[src/inc/fhc_pkg.sv]
package fhc_pkg;
  // ------------------------------------------------------------
  // Pin timing
  // ------------------------------------------------------------
  localparam int CLK_PERIOD_PS = 5000;
  localparam int T_STROBE_NS = 70;
  localparam int T_READ_NS = 150;
  localparam int T_SETUP_NS = 10;
  localparam int T_WAKE_NS = 30000;
  localparam int STROBE_CYC = (T_STROBE_NS * 1000 + CLK_PERIOD_PS - 1)
                              / CLK_PERIOD_PS;
  localparam int READ_CYC = (T_READ_NS * 1000 + CLK_PERIOD_PS - 1)
                            / CLK_PERIOD_PS;
  localparam int SETUP_CYC = (T_SETUP_NS * 1000 + CLK_PERIOD_PS - 1)
                             / CLK_PERIOD_PS;
  localparam int WAKE_CYC = (T_WAKE_NS * 1000 + CLK_PERIOD_PS - 1)
                            / CLK_PERIOD_PS;
  // ------------------------------------------------------------
  // Widths and fields
  // ------------------------------------------------------------
  localparam int ADDR_W = 23;
  localparam int DATA_W = 16;
  localparam int BYTE_W = 8;
  localparam int READY_BIT = 7;
  localparam int CNT_W = 16;
  localparam logic [2:0] CS_IDLE = 3'h7;
  localparam logic [2:0] CS_ACTIVE = 3'h0;

  typedef enum logic [2:0]
  {
    FHC_RESET = 3'b000,
    FHC_WAKE = 3'b001,
    FHC_IDLE = 3'b010,
    FHC_WSETUP = 3'b011,
    FHC_WSTROBE = 3'b100,
    FHC_RSTROBE = 3'b101,
    FHC_HOLD = 3'b110
  } fhc_state_t;

  typedef struct packed
  {
    logic [2:0] cs_n;
    logic oe_n;
    logic we_n;
    logic width_sel;
    logic reset_powerdown_n;
    logic [ADDR_W-1:0] addr;
  } fhc_pins_t;

  typedef struct packed
  {
    logic write;
    logic wide;
    logic [ADDR_W-1:0] addr;
    logic [DATA_W-1:0] wdata;
  } fhc_req_t;
endpackage : fhc_pkg

[src/fhc_host.sv]
`timescale 1ns/1ps
module fhc_host
  import fhc_pkg::*;
#(
  parameter int WAKE_CYCLES = WAKE_CYC
)
(
  input wire logic mclk,
  input wire logic rst_n,
  input wire logic req_valid,
  output logic req_ready,
  input wire fhc_req_t req,
  input wire logic powerdown_req,
  output logic rsp_valid,
  output logic [DATA_W-1:0] rsp_data,
  output logic busy_level,
  output logic done_pulse,
  output fhc_pins_t pins,
  output logic [DATA_W-1:0] dq_out,
  output logic [1:0] dq_oe,
  input wire logic [DATA_W-1:0] dq_in,
  input wire logic automation_status_out
);
  // Wake count must fit the shared cycle counter
  if (WAKE_CYCLES < 1 || WAKE_CYCLES >= (1 << CNT_W))
  begin : g_wake_range
    $error("WAKE_CYCLES out of range");
  end

  // ------------------------------------------------------------
  // Pin synchronisers
  // ------------------------------------------------------------
  logic [DATA_W-1:0] dq_s;
  logic sts_s;
  logic sts_prev_q;

  // Status resets to its pulled-up idle level: no false edge after reset
  fhc_sync #(.W(DATA_W+1), .RST_VAL({1'b1, {DATA_W{1'b0}}})) fhc_sync_inst
  (
    .mclk(mclk),
    .rst_n(rst_n),
    .d({automation_status_out, dq_in}),
    .q({sts_s, dq_s})
  );

  // ------------------------------------------------------------
  // Sequencer
  // ------------------------------------------------------------
  fhc_state_t state_q;
  logic [CNT_W-1:0] cnt_q;
  fhc_req_t cur_q;

  function automatic logic [ADDR_W-1:0] pin_addr(fhc_req_t r);
    logic [ADDR_W-1:0] a;
    a = r.addr;
    if (r.wide)
      a[0] = 1'b0;
    return a;
  endfunction : pin_addr

  assign req_ready = (state_q == FHC_IDLE) && !powerdown_req;

  always_ff @(posedge mclk or negedge rst_n)
  begin
    if (!rst_n)
    begin
      state_q <= FHC_RESET;
      cnt_q <= '0;
    end
    else if (powerdown_req)
    begin
      state_q <= FHC_RESET;
      cnt_q <= '0;
    end
    else
    begin
      case (state_q)
        FHC_RESET:
        begin
          state_q <= FHC_WAKE;
          cnt_q <= CNT_W'(WAKE_CYCLES - 1);
        end
        FHC_WAKE:
        begin
          if (cnt_q == '0)
            state_q <= FHC_IDLE;
          else
            cnt_q <= cnt_q - 1'b1;
        end
        FHC_IDLE:
        begin
          if (req_valid)
          begin
            state_q <= req.write ? FHC_WSETUP : FHC_RSTROBE;
            cnt_q <= req.write ? CNT_W'(SETUP_CYC - 1)
                               : CNT_W'(READ_CYC - 1);
          end
        end
        FHC_WSETUP:
        begin
          if (cnt_q == '0)
          begin
            state_q <= FHC_WSTROBE;
            cnt_q <= CNT_W'(STROBE_CYC - 1);
          end
          else
            cnt_q <= cnt_q - 1'b1;
        end
        FHC_WSTROBE, FHC_RSTROBE:
        begin
          if (cnt_q == '0)
          begin
            state_q <= FHC_HOLD;
            cnt_q <= CNT_W'(SETUP_CYC - 1);
          end
          else
            cnt_q <= cnt_q - 1'b1;
        end
        FHC_HOLD:
        begin
          if (cnt_q == '0)
            state_q <= FHC_IDLE;
          else
            cnt_q <= cnt_q - 1'b1;
        end
        default:
          state_q <= FHC_RESET;
      endcase
    end
  end

  always_ff @(posedge mclk or negedge rst_n)
  begin
    if (!rst_n)
      cur_q <= '0;
    else if (req_valid && req_ready)
      cur_q <= req;
  end

  // ------------------------------------------------------------
  // Pin drive
  // ------------------------------------------------------------
  logic in_cycle;
  assign in_cycle = (state_q == FHC_WSETUP) || (state_q == FHC_WSTROBE) ||
                    (state_q == FHC_RSTROBE) || (state_q == FHC_HOLD);

  always_ff @(posedge mclk or negedge rst_n)
  begin
    if (!rst_n)
    begin
      pins <= '{cs_n: CS_IDLE, oe_n: 1'b1, we_n: 1'b1, width_sel: 1'b0,
                reset_powerdown_n: 1'b0, addr: '0};
      dq_out <= '0;
      dq_oe <= 2'h0;
    end
    else
    begin
      pins.reset_powerdown_n <= !powerdown_req && (state_q != FHC_RESET);
      pins.cs_n <= in_cycle ? CS_ACTIVE : CS_IDLE;
      pins.we_n <= !(state_q == FHC_WSTROBE);
      pins.oe_n <= !(state_q == FHC_RSTROBE);
      pins.width_sel <= cur_q.wide;
      pins.addr <= pin_addr(cur_q);
      dq_out <= cur_q.wdata;
      dq_oe[0] <= in_cycle && cur_q.write;
      dq_oe[1] <= in_cycle && cur_q.write && cur_q.wide;
    end
  end

  // ------------------------------------------------------------
  // Read capture and status
  // ------------------------------------------------------------
  // Sample at the end of the strobe; sync delay absorbed by read time
  always_ff @(posedge mclk or negedge rst_n)
  begin
    if (!rst_n)
    begin
      rsp_valid <= 1'b0;
      rsp_data <= '0;
    end
    else
    begin
      rsp_valid <= (state_q == FHC_RSTROBE) && (cnt_q == '0);
      if ((state_q == FHC_RSTROBE) && (cnt_q == '0))
        rsp_data <= cur_q.wide ? dq_s
                    : {{BYTE_W{1'b0}}, dq_s[BYTE_W-1:0]};
    end
  end

  always_ff @(posedge mclk or negedge rst_n)
  begin
    if (!rst_n)
    begin
      sts_prev_q <= 1'b1;
      busy_level <= 1'b0;
      done_pulse <= 1'b0;
    end
    else
    begin
      sts_prev_q <= sts_s;
      busy_level <= !sts_s && pins.reset_powerdown_n;
      done_pulse <= !sts_s && sts_prev_q;
    end
  end

  // ------------------------------------------------------------
  // Checks
  // ------------------------------------------------------------
  a_no_write_pd: assert property (@(posedge mclk) disable iff (!rst_n)
    !pins.reset_powerdown_n |-> pins.we_n)
    else $error("write strobe during powerdown");
  a_oe_we_excl: assert property (@(posedge mclk) disable iff (!rst_n)
    !(pins.oe_n == 1'b0 && pins.we_n == 1'b0))
    else $error("oe and we both low");
  a_cs_together: assert property (@(posedge mclk) disable iff (!rst_n)
    pins.cs_n == CS_IDLE || pins.cs_n == CS_ACTIVE)
    else $error("selects split");
  a_we_needs_cs: assert property (@(posedge mclk) disable iff (!rst_n)
    !pins.we_n |-> pins.cs_n == CS_ACTIVE && dq_oe[0])
    else $error("strobe without select or data");
  a_addr_stable: assert property (@(posedge mclk) disable iff (!rst_n)
    (!pins.we_n && !$past(pins.we_n)) |-> $stable(pins.addr))
    else $error("address moved under strobe");
  a_upper_x8: assert property (@(posedge mclk) disable iff (!rst_n)
    !pins.width_sel |-> !dq_oe[1])
    else $error("upper lane driven in x8");
  a_a0_x16: assert property (@(posedge mclk) disable iff (!rst_n)
    pins.width_sel && !pins.cs_n[0] |-> !pins.addr[0])
    else $error("byte-half set in x16");
  a_no_bus_fight: assert property (@(posedge mclk) disable iff (!rst_n)
    !pins.oe_n |-> dq_oe == 2'h0)
    else $error("host drives during read");
  a_wake_gap: assert property (@(posedge mclk) disable iff (!rst_n)
    $rose(pins.reset_powerdown_n) |-> pins.we_n [*2])
    else $error("write too soon after wake");
  c_write: cover property (@(posedge mclk) $rose(pins.we_n));
  c_read: cover property (@(posedge mclk) rsp_valid);
  c_busy: cover property (@(posedge mclk) $rose(busy_level));
endmodule : fhc_host

[src/fhc_sync.sv]
`timescale 1ns/1ps
module fhc_sync
  import fhc_pkg::*;
#(
  parameter int W = 1,
  parameter logic [W-1:0] RST_VAL = '0
)
(
  input wire logic mclk,
  input wire logic rst_n,
  input wire logic [W-1:0] d,
  output logic [W-1:0] q
);
  logic [W-1:0] meta_q;

  always_ff @(posedge mclk or negedge rst_n)
  begin
    if (!rst_n)
    begin
      meta_q <= RST_VAL;
      q <= RST_VAL;
    end
    else
    begin
      meta_q <= d;
      q <= meta_q;
    end
  end
endmodule : fhc_sync

[config.mk]
export PLATFORM = sky130hd
export DESIGN_NAME = fhc_host
export DESIGN_NICKNAME = d
export VERILOG_FILES = /design/src/inc/fhc_pkg.sv /design/src/fhc_host.sv /design/src/fhc_sync.sv
export SDC_FILE = /design/constraint.sdc
export NUM_CORES = 1
export LEC_CHECK = 0
export BUFFER_PORTS_ARGS = -buffer_cell sky130_fd_sc_hd__buf_2
export CELL_PAD_IN_SITES_DETAIL_PLACEMENT = 1
export CELL_PAD_IN_SITES_GLOBAL_PLACEMENT = 1
export CORE_MARGIN = 4
export CORE_UTILIZATION = 43
export DETAILED_ROUTE_END_ITERATION = 10
export PLACE_DENSITY = 0.89
export SYNTH_ARGS = -nofsm -noshare
export SYNTH_HDL_FRONTEND = slang
export SYNTH_HIERARCHICAL = 1
export SYNTH_SLANG_ARGS = --single-unit
[constraint.sdc]
create_clock -name mclk -period 2.9 [get_ports mclk]
set_input_delay 0 -clock mclk [delete_from_list [all_inputs] [get_ports mclk]]
set_output_delay 0 -clock mclk [all_outputs]
set_load 0.05 [all_outputs]
=== Yosys cells after proc, flatten, opt, wreduce, memory -nomap -nowiden ===
Index checks and enable logic that the tools add are counted.

* Register bits: 162
* Input bits: 62
* Output and inout port bits: 68
* Logic and storage cells: 73

* $add $sub $neg: 1
* Equality and inequality tests: 11
* Multiplexer cells: 17
* Reductions and logical operators: 23

{| class="wikitable"
|+ Operator list
! operator !! number
|-
| $mux 16 || 6
|-
| $pmux 16 s5 || 1
|-
| $mux 3 || 7
|-
| $logic_not 16->1 || 1
|-
| $sub 16x1->16 const B || 1
|-
| $pmux 3 s5 || 1
|-
| $ne 3x3->1 const B || 4
|-
| $eq 3x3->1 const B || 3
|-
| $logic_and 1x1->1 || 8
|-
| $eq 3x2->1 const B || 2
|-
| $reduce_bool 6->1 || 1
|-
| $mux 5 || 1
|-
| $logic_not 1->1 || 4
|-
| $reduce_and 4->1 || 1
|-
| $reduce_or 2->1 || 2
|-
| $eq 3x1->1 const B || 1
|-
| $logic_not 3->1 || 1
|-
| $logic_or 1x1->1 || 3
|-
| $ne 3x1->1 const B || 1
|-
| $reduce_and 3->1 || 1
|-
| $reduce_bool 3->1 || 1
|-
| $mux 1 || 1
|}

=== Longest topological paths before layout ===
Gate-level depths: netlist of the first run.

* Depth in word-level cells: 6
* Mapped depth: 9
* Gate-level depth less buffers: 8

=== By module ===
The synthesis of the first run kept the hierarchy.

{| class="wikitable"
|+ By module, submodules not included
! module !! times used !! cells each !! area each (µm²) !! sequential area each (µm²)
|-
| fhc_host || 1 || 390 || 4845.9 || 3158.0
|-
| fhc_sync || 1 || 34 || 853.3 || 853.3
|}

=== Worst setup path after synthesis of the first run ===
Ideal clock, no wire load.

* Path type: reg-to-reg
* Start: reg state_q[2]
* End: reg cur_q[0] in the netlist's numbering
* Data arrival time: 2.590 ns
* Required time: 2.775 ns
* Slack: 0.185 ns
* Stages on the path, launching flop included: 6
* Period minus slack after synthesis: 2.715 ns
* Path through: dfrtp_1 clkbuf_1 nor3_1 nand2_1 buf_1 mux2_2

* Word-level cells in the longest chain between the ends: 3

{| class="wikitable"
|+ RTL lines
! item !! RTL line !! RTL
|-
| from (decl) || fhc_host.sv:49 || <nowiki>fhc_state_t state_q;</nowiki>
|-
| from (signal assigned) || fhc_host.sv:94 || <nowiki>state_q <= req.write ? FHC_WSETUP : FHC_RSTROBE;</nowiki>
|-
| $eq 3x2->1 || fhc_host.sv:61 || <nowiki>assign req_ready = (state_q == FHC_IDLE) && !powerdown_req;</nowiki>
|-
| $logic_and 1x1->1 || fhc_host.sv:61 ||
|-
| net req_ready || fhc_host.sv:11 || <nowiki>output logic req_ready,</nowiki>
|-
| $logic_and 1x1->1 || fhc_host.sv:136 || <nowiki>else if (req_valid && req_ready)</nowiki>
|-
| to (signal assigned) || fhc_host.sv:137 || <nowiki>cur_q <= req;</nowiki>
|-
| to (decl) || fhc_host.sv:51 || <nowiki>fhc_req_t cur_q;</nowiki>
|}

The timed path passes the listed nets, and every way through them passes these cells.
A chain may end at the register's enable or synchronous reset.

=== Final worst setup path of the first run ===
* Start: reg cnt_q[0]
* End: reg rsp_data[12]

* Word-level cells in the longest chain between the ends: 2

{| class="wikitable"
|+ RTL lines
! item !! RTL line !! RTL
|-
| from (decl) || fhc_host.sv:50 || <nowiki>logic [CNT_W-1:0] cnt_q;</nowiki>
|-
| from (signal assigned) || fhc_host.sv:81 || <nowiki>cnt_q <= CNT_W'(WAKE_CYCLES - 1);</nowiki>
|-
| from (signal assigned) || fhc_host.sv:88 || <nowiki>cnt_q <= cnt_q - 1'b1;</nowiki>
|-
| from (signal assigned) || fhc_host.sv:95 || <nowiki>cnt_q <= req.write ? CNT_W'(SETUP_CYC - 1)</nowiki>
|-
| $logic_not 16->1 || fhc_host.sv:184 || <nowiki>if ((state_q == FHC_RSTROBE) && (cnt_q == '0))</nowiki>
|-
| $logic_and 1x1->1 || fhc_host.sv:184 ||
|-
| to (signal assigned) || fhc_host.sv:185 || <nowiki>rsp_data <= cur_q.wide ? dq_s</nowiki>
|-
| to (decl) || fhc_host.sv:15 || <nowiki>output logic [DATA_W-1:0] rsp_data,</nowiki>
|}

Every way passes these cells.

==> results of run 1 <==
worst max-delay path: stages, from the launching register on:
cell	delay, ns
dfrtp_1	0.43
inv_1	0.08
ha_1	0.21
nor3b_2	0.31
nand3_1	0.23
or4_1	0.92
nand2_1	0.24
o21ai_2	0.07
where the power goes:
group / switching (mW) / total [mW] / internal, mW / leakage (nW)
clock network: 0.915 / 2.23 / 1.31 / 0.290
registers: 0.0988 / 2.49 / 2.39 / 2.07
logic: 0.439 / 0.671 / 0.232 / 1.53
state kept, by name, summed over array words and instances, names as in the netlist:
register	cells
fhc_sync_inst/meta_q	17
pins	28
sts_prev_q	1
state_q	3
dq_oe	2
dq_out	16
rsp_data	16
rsp_valid	1
cur_q	41
cnt_q	16
busy_level	1
fhc_sync_inst/q	17
done_pulse	1
final cells by class:
class	instances	area [um^2]	share of cell area, %
flip-flops and latches	160	4010	51.9
multi-input cells	238	1560	20.2
repair buffers	196	1320	17.1
clock buffers	19	453	5.86
well taps	172	215	2.78
clock inverters	13	135	1.75
inverters	8	30.0	0.389
through the flow:
step           power [mW]  utilization, %
5_1_grt              5.63            60.5
3_5_place_dp         3.11            51.0
3_3_place_gp         3.08            51.0
6_report             5.39            60.5
4_1_cts              5.40            60.5
2_1_floorplan        2.88               -
path summary, 6_finish.rpt:
path                                              start                  endpoint  slack [ns]
worst max register to register                 cnt_q[0]              rsp_data[12]        0.26
worst min register to register  fhc_sync_inst/meta_q[1]        fhc_sync_inst/q[1]        0.35
worst min-delay path                              rst_n                   pins[5]        0.13
max in group asynchronous                         rst_n                sts_prev_q        1.80
min in group mclk                             dq_in[10]  fhc_sync_inst/meta_q[10]        0.22
worst max-delay path                           cnt_q[0]              rsp_data[12]        0.26
cell usage after synthesis, types with 3 or more instances:
cell type    n
dfrtp_1    154
buf_4        4
dfstp_2      6
mux2_2      41
o21ai_0     17
nand2b_1     4
nand3_1      8
buf_1        4
o21ai_2      4
nand2_1     61
nor2b_1      4
xor2_1       4
o21ai_1      5
a21oi_1     15
a211oi_1     3
xnor2_1      3
nor2_1      21
o41ai_1      3
nor3_1       6
clkbuf_1     6
nor4_2       3
and2_1       3
inv_1        8
cells by family (layout without fill, tap and decap cells):
kind of cell / after synthesis / in the layout / synth area share, %
multiplexers: 43 / 43 / 8.45
flip-flops: 160 / 160 / 70.4
AO/OA/AOI/OAI: 63 / 63 / 7.16
buffers and inverters: 26 / 236 / 2.28
AND/OR/NAND/NOR: 124 / 124 / 10.4
XOR/XNOR: 7 / 7 / 1.08
adder cells (fa/ha/maj): 1 / 1 / 0.220
timing repair:
item,in CTS,in global routing
hold buffers,62,0
hold endpoints to repair,126,0
setup buffers,0,0
placed cells by master, fill, tap and decap left out, types with 4 or more instances in the layout:
| cell type | netlist | final |
|---|---|---|
| a21oi_1 | 15 | 15 |
| buf_2 | 2 | 128 |
| buf_4 | 4 | 4 |
| clkbuf_16 | 0 | 17 |
| clkinv_2 | 0 | 5 |
| dfrtp_1 | 154 | 154 |
| dfstp_2 | 6 | 6 |
| dlygate4sd3_1 | 0 | 62 |
| inv_1 | 8 | 8 |
| mux2_2 | 41 | 41 |
| nand2_1 | 61 | 60 |
| nand2b_1 | 4 | 4 |
| nand3_1 | 8 | 8 |
| nor2_1 | 21 | 21 |
| nor2b_1 | 4 | 4 |
| nor3_1 | 6 | 6 |
| o21ai_0 | 17 | 17 |
| o21ai_1 | 5 | 5 |
| o21ai_2 | 4 | 4 |
| xor2_1 | 4 | 4 |
metal layers:
layer	share of wire, %	global-route usage [%]	vias up
li1	-	-	1838
met1	39	26.3	2071
met2	55	40.7	119
met3	5.2	6.77	15
met4	1.3	6.23	0
met5	0	0	-
==> impl_metrics.yaml, run 1 <==
cts:
  cts-root-buf: "clkbuf_16"
  cts.repair.resized: 0
  htree_levels: 4
  worst_skew_pair.late_latency_ns: 0.42
  clk_pin_slew_ns: 0.07
  clockBufferDepth: 2
  cts_tree: "built"
  clock_sinks: 160
  cts_made_buffers: 17
logic_synthesis:
  synthTopCellsByArea: "dfrtp_1 68%, mux2_2 8.1%, nand2_1 4.0%"
  ys_seq_area_share_pct: 70.4
  syn_avg_cell_area_um2: 13.4
  synth_cells: 424
  ys.flop_type: "dfrtp_1"
  synth_edf_count: 0
  yosysTopAreaCellShare_pct: 67.6
  syn-num-nets: 487
  postSynth.asyncResetShare_pct: 100
  synth.ff_latch_count: 160
  synth.distinct_cells: 53
  synth_area_um2: 5700
  post-synth-top-area-cell: "dfrtp_1"
  yosys_warnings: 6
timing:
  setup_violations: 0
  setup_ws_ns: 0.262
  skew_ns: 0.00776
  layout_min_cycle_time_ns: 2.64
  tns_ns: 0
  fmax_ghz: 0.379
  tightest_slew_ns: 0.855
  hold_violations: 0
  drv_slew: 0
  slew_headroom_pct: 43.0
  rsz0062_at_grt: "no"
  min_period_over_period_pct: 91.0
  whs_ns: 0.128
pwr:
  p_per_area_nw_per_um2: 698
  power_leakage_nw: 3.89
  peakVddDrop_mv: 0.467
die:
  num_rows: 41
  core_um2: 12800
  die-area_um2: 15200
  start_util_pct: 44.6
  die_w_um: 123
  ios: 130
  fp.dieH_um: 123
detailed_routing:
  avgViaCountPerCell: 5.02
  drtIter0Drc: 130
  drc_errors: 0
  dr.pass1.iters: 4
  wl_per_cell_um: 19.3
  drt-total-wl_um: 15600
  drtAntennaViolNets: 0
  vias: 4043
critical_path:
  required_ns: 3.18
  worst_setup_path_end_kind: "flop"
  start_kind: "flop"
  cp_max_fo: 24
  critPathArrivalTime_ns: 2.91
  rr_worst_depth: 7
  path_class: "flop to flop"
cells_and_area:
  area_growth_pct: 35.6
  stdcell_area_um2: 7730
  layout-drive-gt1-share_pct: 35.6
  nets: 684
  instances_no_fill: 806
  fillers: 1301
  n_antenna_cell: 0
global_routing:
  grt_pass1_vias: 4683
  grt_overflow: 0
  grt_max_degree: 66
  track_usage_pct: 22.7
  grt_pass1_wl_um: 25600
  antenna_found_initial: 0
min_path:
  hold_class: "input pin to async pin"
place:
  place_ws_ns: 0.248
  place.gp.congestion: 0.838
  numPortBuffers: 129
  dp_hpwl_um: 9500
  placed_cells: 712
  dpl_cell_area_um2: 6520
outcome:
  status: "finished, final reports clean"
flow_run:
  maxCapViolCount: 0
Note: power is estimated with default switching activity, not from simulation.
==> run 2, diff against run 1 <==
--- a/config.mk
+++ b/config.mk
@@ -5,11 +5,13 @@
 export SDC_FILE = /design/constraint.sdc
 export NUM_CORES = 1
 export LEC_CHECK = 0
+export ABC_AREA = 1
 export BUFFER_PORTS_ARGS = -buffer_cell sky130_fd_sc_hd__buf_2
+export CAP_MARGIN = 40
 export CELL_PAD_IN_SITES_DETAIL_PLACEMENT = 1
 export CELL_PAD_IN_SITES_GLOBAL_PLACEMENT = 1
 export CORE_MARGIN = 4
-export CORE_UTILIZATION = 43
+export CORE_UTILIZATION = 42
 export DETAILED_ROUTE_END_ITERATION = 10
 export PLACE_DENSITY = 0.89
 export SYNTH_ARGS = -nofsm -noshare
==> run 2 against run 1 <==
- sequential power is 36% higher
- sequential share of layout area shrank 1.5 points
- worst hold slack lost 0.011 ns
- clock skew up 0.0085 ns
- critical path depth increased by 2
- wire length increased by 15%
- clock-buffer cell count is 2 higher
- cell count rose by 12%
- critical endpoint is now rsp_data[11]
==> impl_metrics.yaml, run 2 <==
cts:
  cts_tree: "built"
  ctsHoldBuffers: 60
  clockBufferDepth: 2
  worst_skew_pair.late_latency_ns: 0.44
  cts_made_buffers: 17
  cts.repair.resized: 0
  clock_sinks: 160
  htree_levels: 4
  cts-root-buf: "clkbuf_16"
  clk_pin_slew_ns: 0.06
  cts_setup_buffers: 0
timing:
  rsz0062_at_grt: "no"
  tightest_slew_ns: 0.774
  skew_ns: 0.0163
  setup_violations: 0
  tns_ns: 0
  slew_headroom_pct: 48.4
  hold_violations: 0
  min_period_over_period_pct: 76.6
  drv_slew: 0
  fmax_ghz: 0.450
  whs_ns: 0.117
  layout_min_cycle_time_ns: 2.22
critical_path:
  rrSetupSlack_ns: 0.68
  start_kind: "flop"
  required_ns: 3.21
  worst_setup_path_end_kind: "flop"
  r2r-start: "cnt_q[0]"
  cp_max_fo: 18
  rr_worst_depth: 9
  r2r-end: "rsp_data[11]"
  path_class: "flop to flop"
  critPathArrivalTime_ns: 2.54
logic_synthesis:
  synth_edf_count: 0
  synth-simple-area-share_pct: 17.1
  synth_area_um2: 5870
  postSynth.asyncResetShare_pct: 100
  yosysTopAreaCellShare_pct: 65.6
  syn_avg_cell_area_um2: 11.5
  ys.flop_type: "dfrtp_1"
  yosys_warnings: 6
  synth.ff_latch_count: 160
  syn-num-nets: 575
  synthTopCellsByArea: "dfrtp_1 66%, nand2_1 9.1%, mux2_1 6.9%"
  synth-compound-area-share_pct: 2.05
  ys_seq_area_share_pct: 68.3
  synth.distinct_cells: 27
  post-synth-top-area-cell: "dfrtp_1"
  yosysMostFrequentCell: "dfrtp_1"
  synth_fa_ha_area_share_pct: 0.213
  synth-xor-area-share_pct: 0.746
  ys_top_cells_by_count: "154 x dfrtp_1, 143 x nand2_1, 45 x nor2_1"
  synth_cells: 512
  synth_top_family_by_area: "simple AND/OR/NAND/NOR gates"
  synth_mux_area_share_pct: 7.48
detailed_routing:
  wl_per_cell_um: 19.9
  drtIter0Drc: 230
  drtAntennaViolNets: 0
  dr.pass1.iters: 4
  avgViaCountPerCell: 4.96
  drt-total-wl_um: 18000
  drc_errors: 0
  vias: 4480
die:
  num_rows: 42
  ios: 130
  fp.dieH_um: 126
  start_util_pct: 43.6
  die_w_um: 126
  die-area_um2: 15900
  core_um2: 13500
place:
  place.gp.congestion: 0.826
  numPortBuffers: 129
  dpl_cell_area_um2: 6710
  dp_hpwl_um: 11000
cells_and_area:
  mostFrequentLayoutCells: "154 x dfrtp_1, 143 x nand2_1, 128 x buf_2"
  largest_reg_flops: 41
  stdcell_area_um2: 7960
  n_antenna_cell: 0
  final_util_pct: 59.2
  largestRegisters: "cur_q x41, pins x28"
  layout_commonest_cell: "dfrtp_1"
  area_growth_pct: 35.7
  layout-drive-gt1-share_pct: 29.0
  nets: 778
  top_register: "cur_q"
pwr:
  peakVddDrop_mv: 0.719
  power_mw: 9.12
  power_leakage_nw: 4.12
  p_per_area_nw_per_um2: 1150
global_routing:
  grt_pass1_wl_um: 29200
  grt_max_degree: 71
  track_usage_pct: 23.9
  antenna_found_initial: 1
  grt_overflow: 0
  grt_pass1_vias: 5295
flow_run:
  maxCapViolCount: 0
min_path:
  hold_class: "input pin to async pin"
outcome:
  status: "finished, final reports clean"
[run 2: changes by cell type in the layout (fill, tap and decap cells not counted), sizes merged, moves of 11 or more]
cell / delta
nand2: +92
inv: +35
nor2: +30
nand3: +19
o21ai: -12
a21oi: -11
[run 2: per-layer routing]
| metal | wire (um) | vias to the layer above | global-route usage (%) |
|---|---|---|---|
| li1 | - | 2009 | - |
| met1 | 6600 | 2272 | 26.0 |
| met2 | 9640 | 149 | 42.5 |
| met3 | 960 | 48 | 6.05 |
| met4 | 751 | 2 | 13.2 |
| met5 | 14 | - | 0 |
[run 2: cell families after synthesis]
logic type,after synthesis
fa+ha+maj,1
xor+xnor,5
mux,39
simple gates,237
flops,160
buf+inv,52
compound gates,18
[run 2: stage by stage]
| step | worst slack [ns] | instances |
|---|---|---|
| after floorplan | 1.13 | 512 |
| after global placement | 0.876 | 812 |
| after detailed placement | 0.723 | 812 |
| after CTS | 0.687 | 904 |
| after global routing | 0.558 | 904 |
| final | 0.678 | 904 |
[run 2: where the power goes]
part | internal (mW) | total (mW) | switching (mW)
combinational | 0.817 | 3.24 | 2.42
clock | 1.54 | 2.49 | 0.950
sequential | 2.94 | 3.39 | 0.450
total | 5.30 | 9.12 | 3.82
[run 2: area by class of cell]
type	count	area, um^2
clock inverter	11	173
inverter	42	158
sequential	160	4010
clock buffer	21	480
timing repair buffer	194	1300
fill	1438	5490
tap	176	220
multi-input combinational	300	1620
[run 2: how the worst max path moves through the flow]
stage                    start      endpoint  slack, ns  cells past startpoint
finish                cnt_q[0]  rsp_data[11]       0.68                      9
CTS                 state_q[0]      cur_q[2]       0.69                      8
detailed placement    cnt_q[0]  rsp_data[13]       0.72                      9
global route        state_q[0]      cur_q[2]       0.56                      8
floorplan           state_q[0]      cur_q[0]       1.13                      8
global placement      cnt_q[0]  rsp_data[13]       0.88                      9
[run 2: critical path, cell delays in order (launching register included)]
cell and delay, ns:
dfrtp_1 0.37, inv_1 0.17, ha_1 0.27, nand2_2 0.12, nor2_4 0.11, nand3_2 0.10
or2_1 0.51, buf_4 0.32, nand2_2 0.08, o21ai_2 0.06
==> run 3, diff against run 2 <==
--- a/config.mk
+++ b/config.mk
@@ -11,9 +11,9 @@
 export CELL_PAD_IN_SITES_DETAIL_PLACEMENT = 1
 export CELL_PAD_IN_SITES_GLOBAL_PLACEMENT = 1
 export CORE_MARGIN = 4
-export CORE_UTILIZATION = 42
+export CORE_UTILIZATION = 38
 export DETAILED_ROUTE_END_ITERATION = 10
-export PLACE_DENSITY = 0.89
+export PLACE_DENSITY = 0.85
 export SYNTH_ARGS = -nofsm -noshare
 export SYNTH_HDL_FRONTEND = slang
 export SYNTH_HIERARCHICAL = 1
==> constraint.sdc (replaced) <==
create_clock -name mclk -period 1.83 [get_ports mclk]
set_input_delay 0 -clock mclk [delete_from_list [all_inputs] [get_ports mclk]]
set_output_delay 0 -clock mclk [all_outputs]
set_load 0.05 [all_outputs]
==> run 3 against run 2 <==
- critical path depth unchanged
- clock-buffer cell count decreased by 4
- sequential cell count unchanged
==> impl_metrics.yaml, run 3 (synthesized netlist as in run 2, its figures left out) <==
timing:
  skew_ns: 0.0115
  layout_min_cycle_time_ns: 1.74
  tightest_slew_ns: 0.604
  drv_slew: 0
  hold_violations: 0
  slew_headroom_pct: 59.7
  fmax_ghz: 0.573
  setup_violations: 0
  setup_ws_ns: 0.0853
  min_period_over_period_pct: 95.3
cells_and_area:
  fillers: 1628
  layout-drive-gt1-share_pct: 31.2
  area_growth_pct: 37.2
  multiInputGateArea_um2: 1660
  seqCellArea_um2: 4020
  top_register: "cur_q"
  largest_reg_flops: 41
  mostFrequentLayoutCells: "151 x dfrtp_1, 139 x nand2_1, 128 x buf_2"
  layout_commonest_cell: "dfrtp_1"
  largestRegisters: "cur_q x41, pins x28"
  nets: 784
  final_util_pct: 53.2
cts:
  clock_sinks: 160
  cts_tree: "built"
  cts_made_buffers: 17
  clockBufferDepth: 2
  clk_pin_slew_ns: 0.07
  worst_skew_pair.late_latency_ns: 0.43
  cts-root-buf: "clkbuf_16"
  htree_levels: 4
pwr:
  peakVddDrop_mv: 1.01
  power_leakage_nw: 4.14
  p_per_area_nw_per_um2: 1740
detailed_routing:
  drtIter0Drc: 161
  drc_errors: 0
  vias: 4315
  drtAntennaViolNets: 0
  drt-total-wl_um: 15800
  dr.pass1.iters: 4
  wl_per_cell_um: 17.1
  avgViaCountPerCell: 4.67
critical_path:
  critPathBufInv: 2
  path_class: "flop to flop"
  rr_worst_depth: 9
  slowest_delay_ns: 0.42
  start_kind: "flop"
  worst_setup_path_end_kind: "flop"
  critPathArrivalTime_ns: 2.05
  r2r-start: "cnt_q[1]"
  cp_cell_sequence: "inv_1 > ha_2 > nand2_2 > nor2_4 > nand3_2 > or2_4 > buf_12 > nand2_1 > nand2_1"
  r2r-end: "rsp_data[3]"
  path_common_cell: "nand2_1"
  slowest_stage: "dfrtp_1"
  critical-path-top-delay-family: "simple AND/OR/NAND/NOR gates"
  required_ns: 2.13
  rrSetupSlack_ns: 0.09
  cp_max_fo: 24
place:
  place.gp.congestion: 0.838
  dp_hpwl_um: 10400
  place_ws_ns: -0.0762
  numPortBuffers: 129
global_routing:
  grt_pass1_vias: 5070
  track_usage_pct: 19.3
  grt_pass1_wl_um: 26600
  grt_max_degree: 66
  antenna_found_initial: 1
  grt_overflow: 0
flow_run:
  maxCapViolCount: 0
die:
  start_util_pct: 38.8
  ios: 130
  die-area_um2: 17500
  die_w_um: 132
  fp.dieH_um: 132
  core_um2: 15100
  num_rows: 45
outcome:
  status: "finished, final reports clean"
min_path:
  hold_class: "input pin to async pin"
==> run 3: repair_timing <==
item / in CTS / in global routing
hold buffers: 61 / 0
endpoints found under the setup margin: 7 / 37
pin swaps: 0 / 0
endpoints found under the hold margin: 123 / 0
buffers inserted: 0 / 1
resized for setup: 2 / 14
==> run 3: routing by layer <==
metal,part of all wire [%],track usage [%]
met2,53,35.5
met3,4.6,4.62
met4,2.1,7.79
met1,40,21.6
met5,0,0
==> run 3: layout make-up <==
| type | count | share of cell area, % |
|---|---|---|
| Sequential cell | 160 | 49.8 |
| Multi-Input combinational cell | 300 | 20.6 |
| Timing Repair Buffer | 200 | 17.4 |
| Clock buffer | 17 | 5.28 |
| Tap cell | 188 | 2.92 |
| Inverter | 42 | 1.99 |
| Clock inverter | 15 | 1.96 |
| Antenna cell | 1 | 0.0311 |
==> run 3: stage by stage <==
step / instances / hold slack [ns] / instance area, um^2 / power [mW] / setup TNS (ns)
after floorplan: 512 / -0.296 / 5870 / 8.78 / 0
after global placement: 828 / 0.0374 / 6810 / 10.0 / 0
after detailed placement: 828 / 0.0450 / 6810 / 10.3 / -0.327
after CTS: 921 / 0.146 / 8000 / 14.0 / 0
after global routing: 923 / 0.207 / 8060 / 14.8 / -0.0129
final: 923 / 0.134 / 8060 / 14.0 / 0
==> run 3: worst max-delay path by stage <==
stage                           from          end  depth (start not counted)
final                       cnt_q[1]  rsp_data[3]                          9
after floorplan           state_q[0]     cur_q[0]                          8
after detailed placement    cnt_q[1]    cnt_q[15]                         10
after CTS                   cnt_q[1]     cnt_q[7]                         10
after global placement      cnt_q[1]     cnt_q[0]                          9
after global routing      state_q[1]   state_q[2]                          9
==> run 3: worst reg2reg max path: cells and delay by family, from the launching register on <==
family | cells | cell delay [ns]
adders and majority gates | 1 | 0.21
buffers and inverters | 2 | 0.25
DFF | 1 | 0.42
and+or+nand+nor | 6 | 0.75
==> run 3: power breakdown <==
part / leakage (nW) / switching [mW] / internal [mW]
registers: 1.98 / 0.642 / 4.66
logic: 1.87 / 3.83 / 1.39
clock network: 0.285 / 1.65 / 1.83
total: 4.14 / 6.12 / 7.88
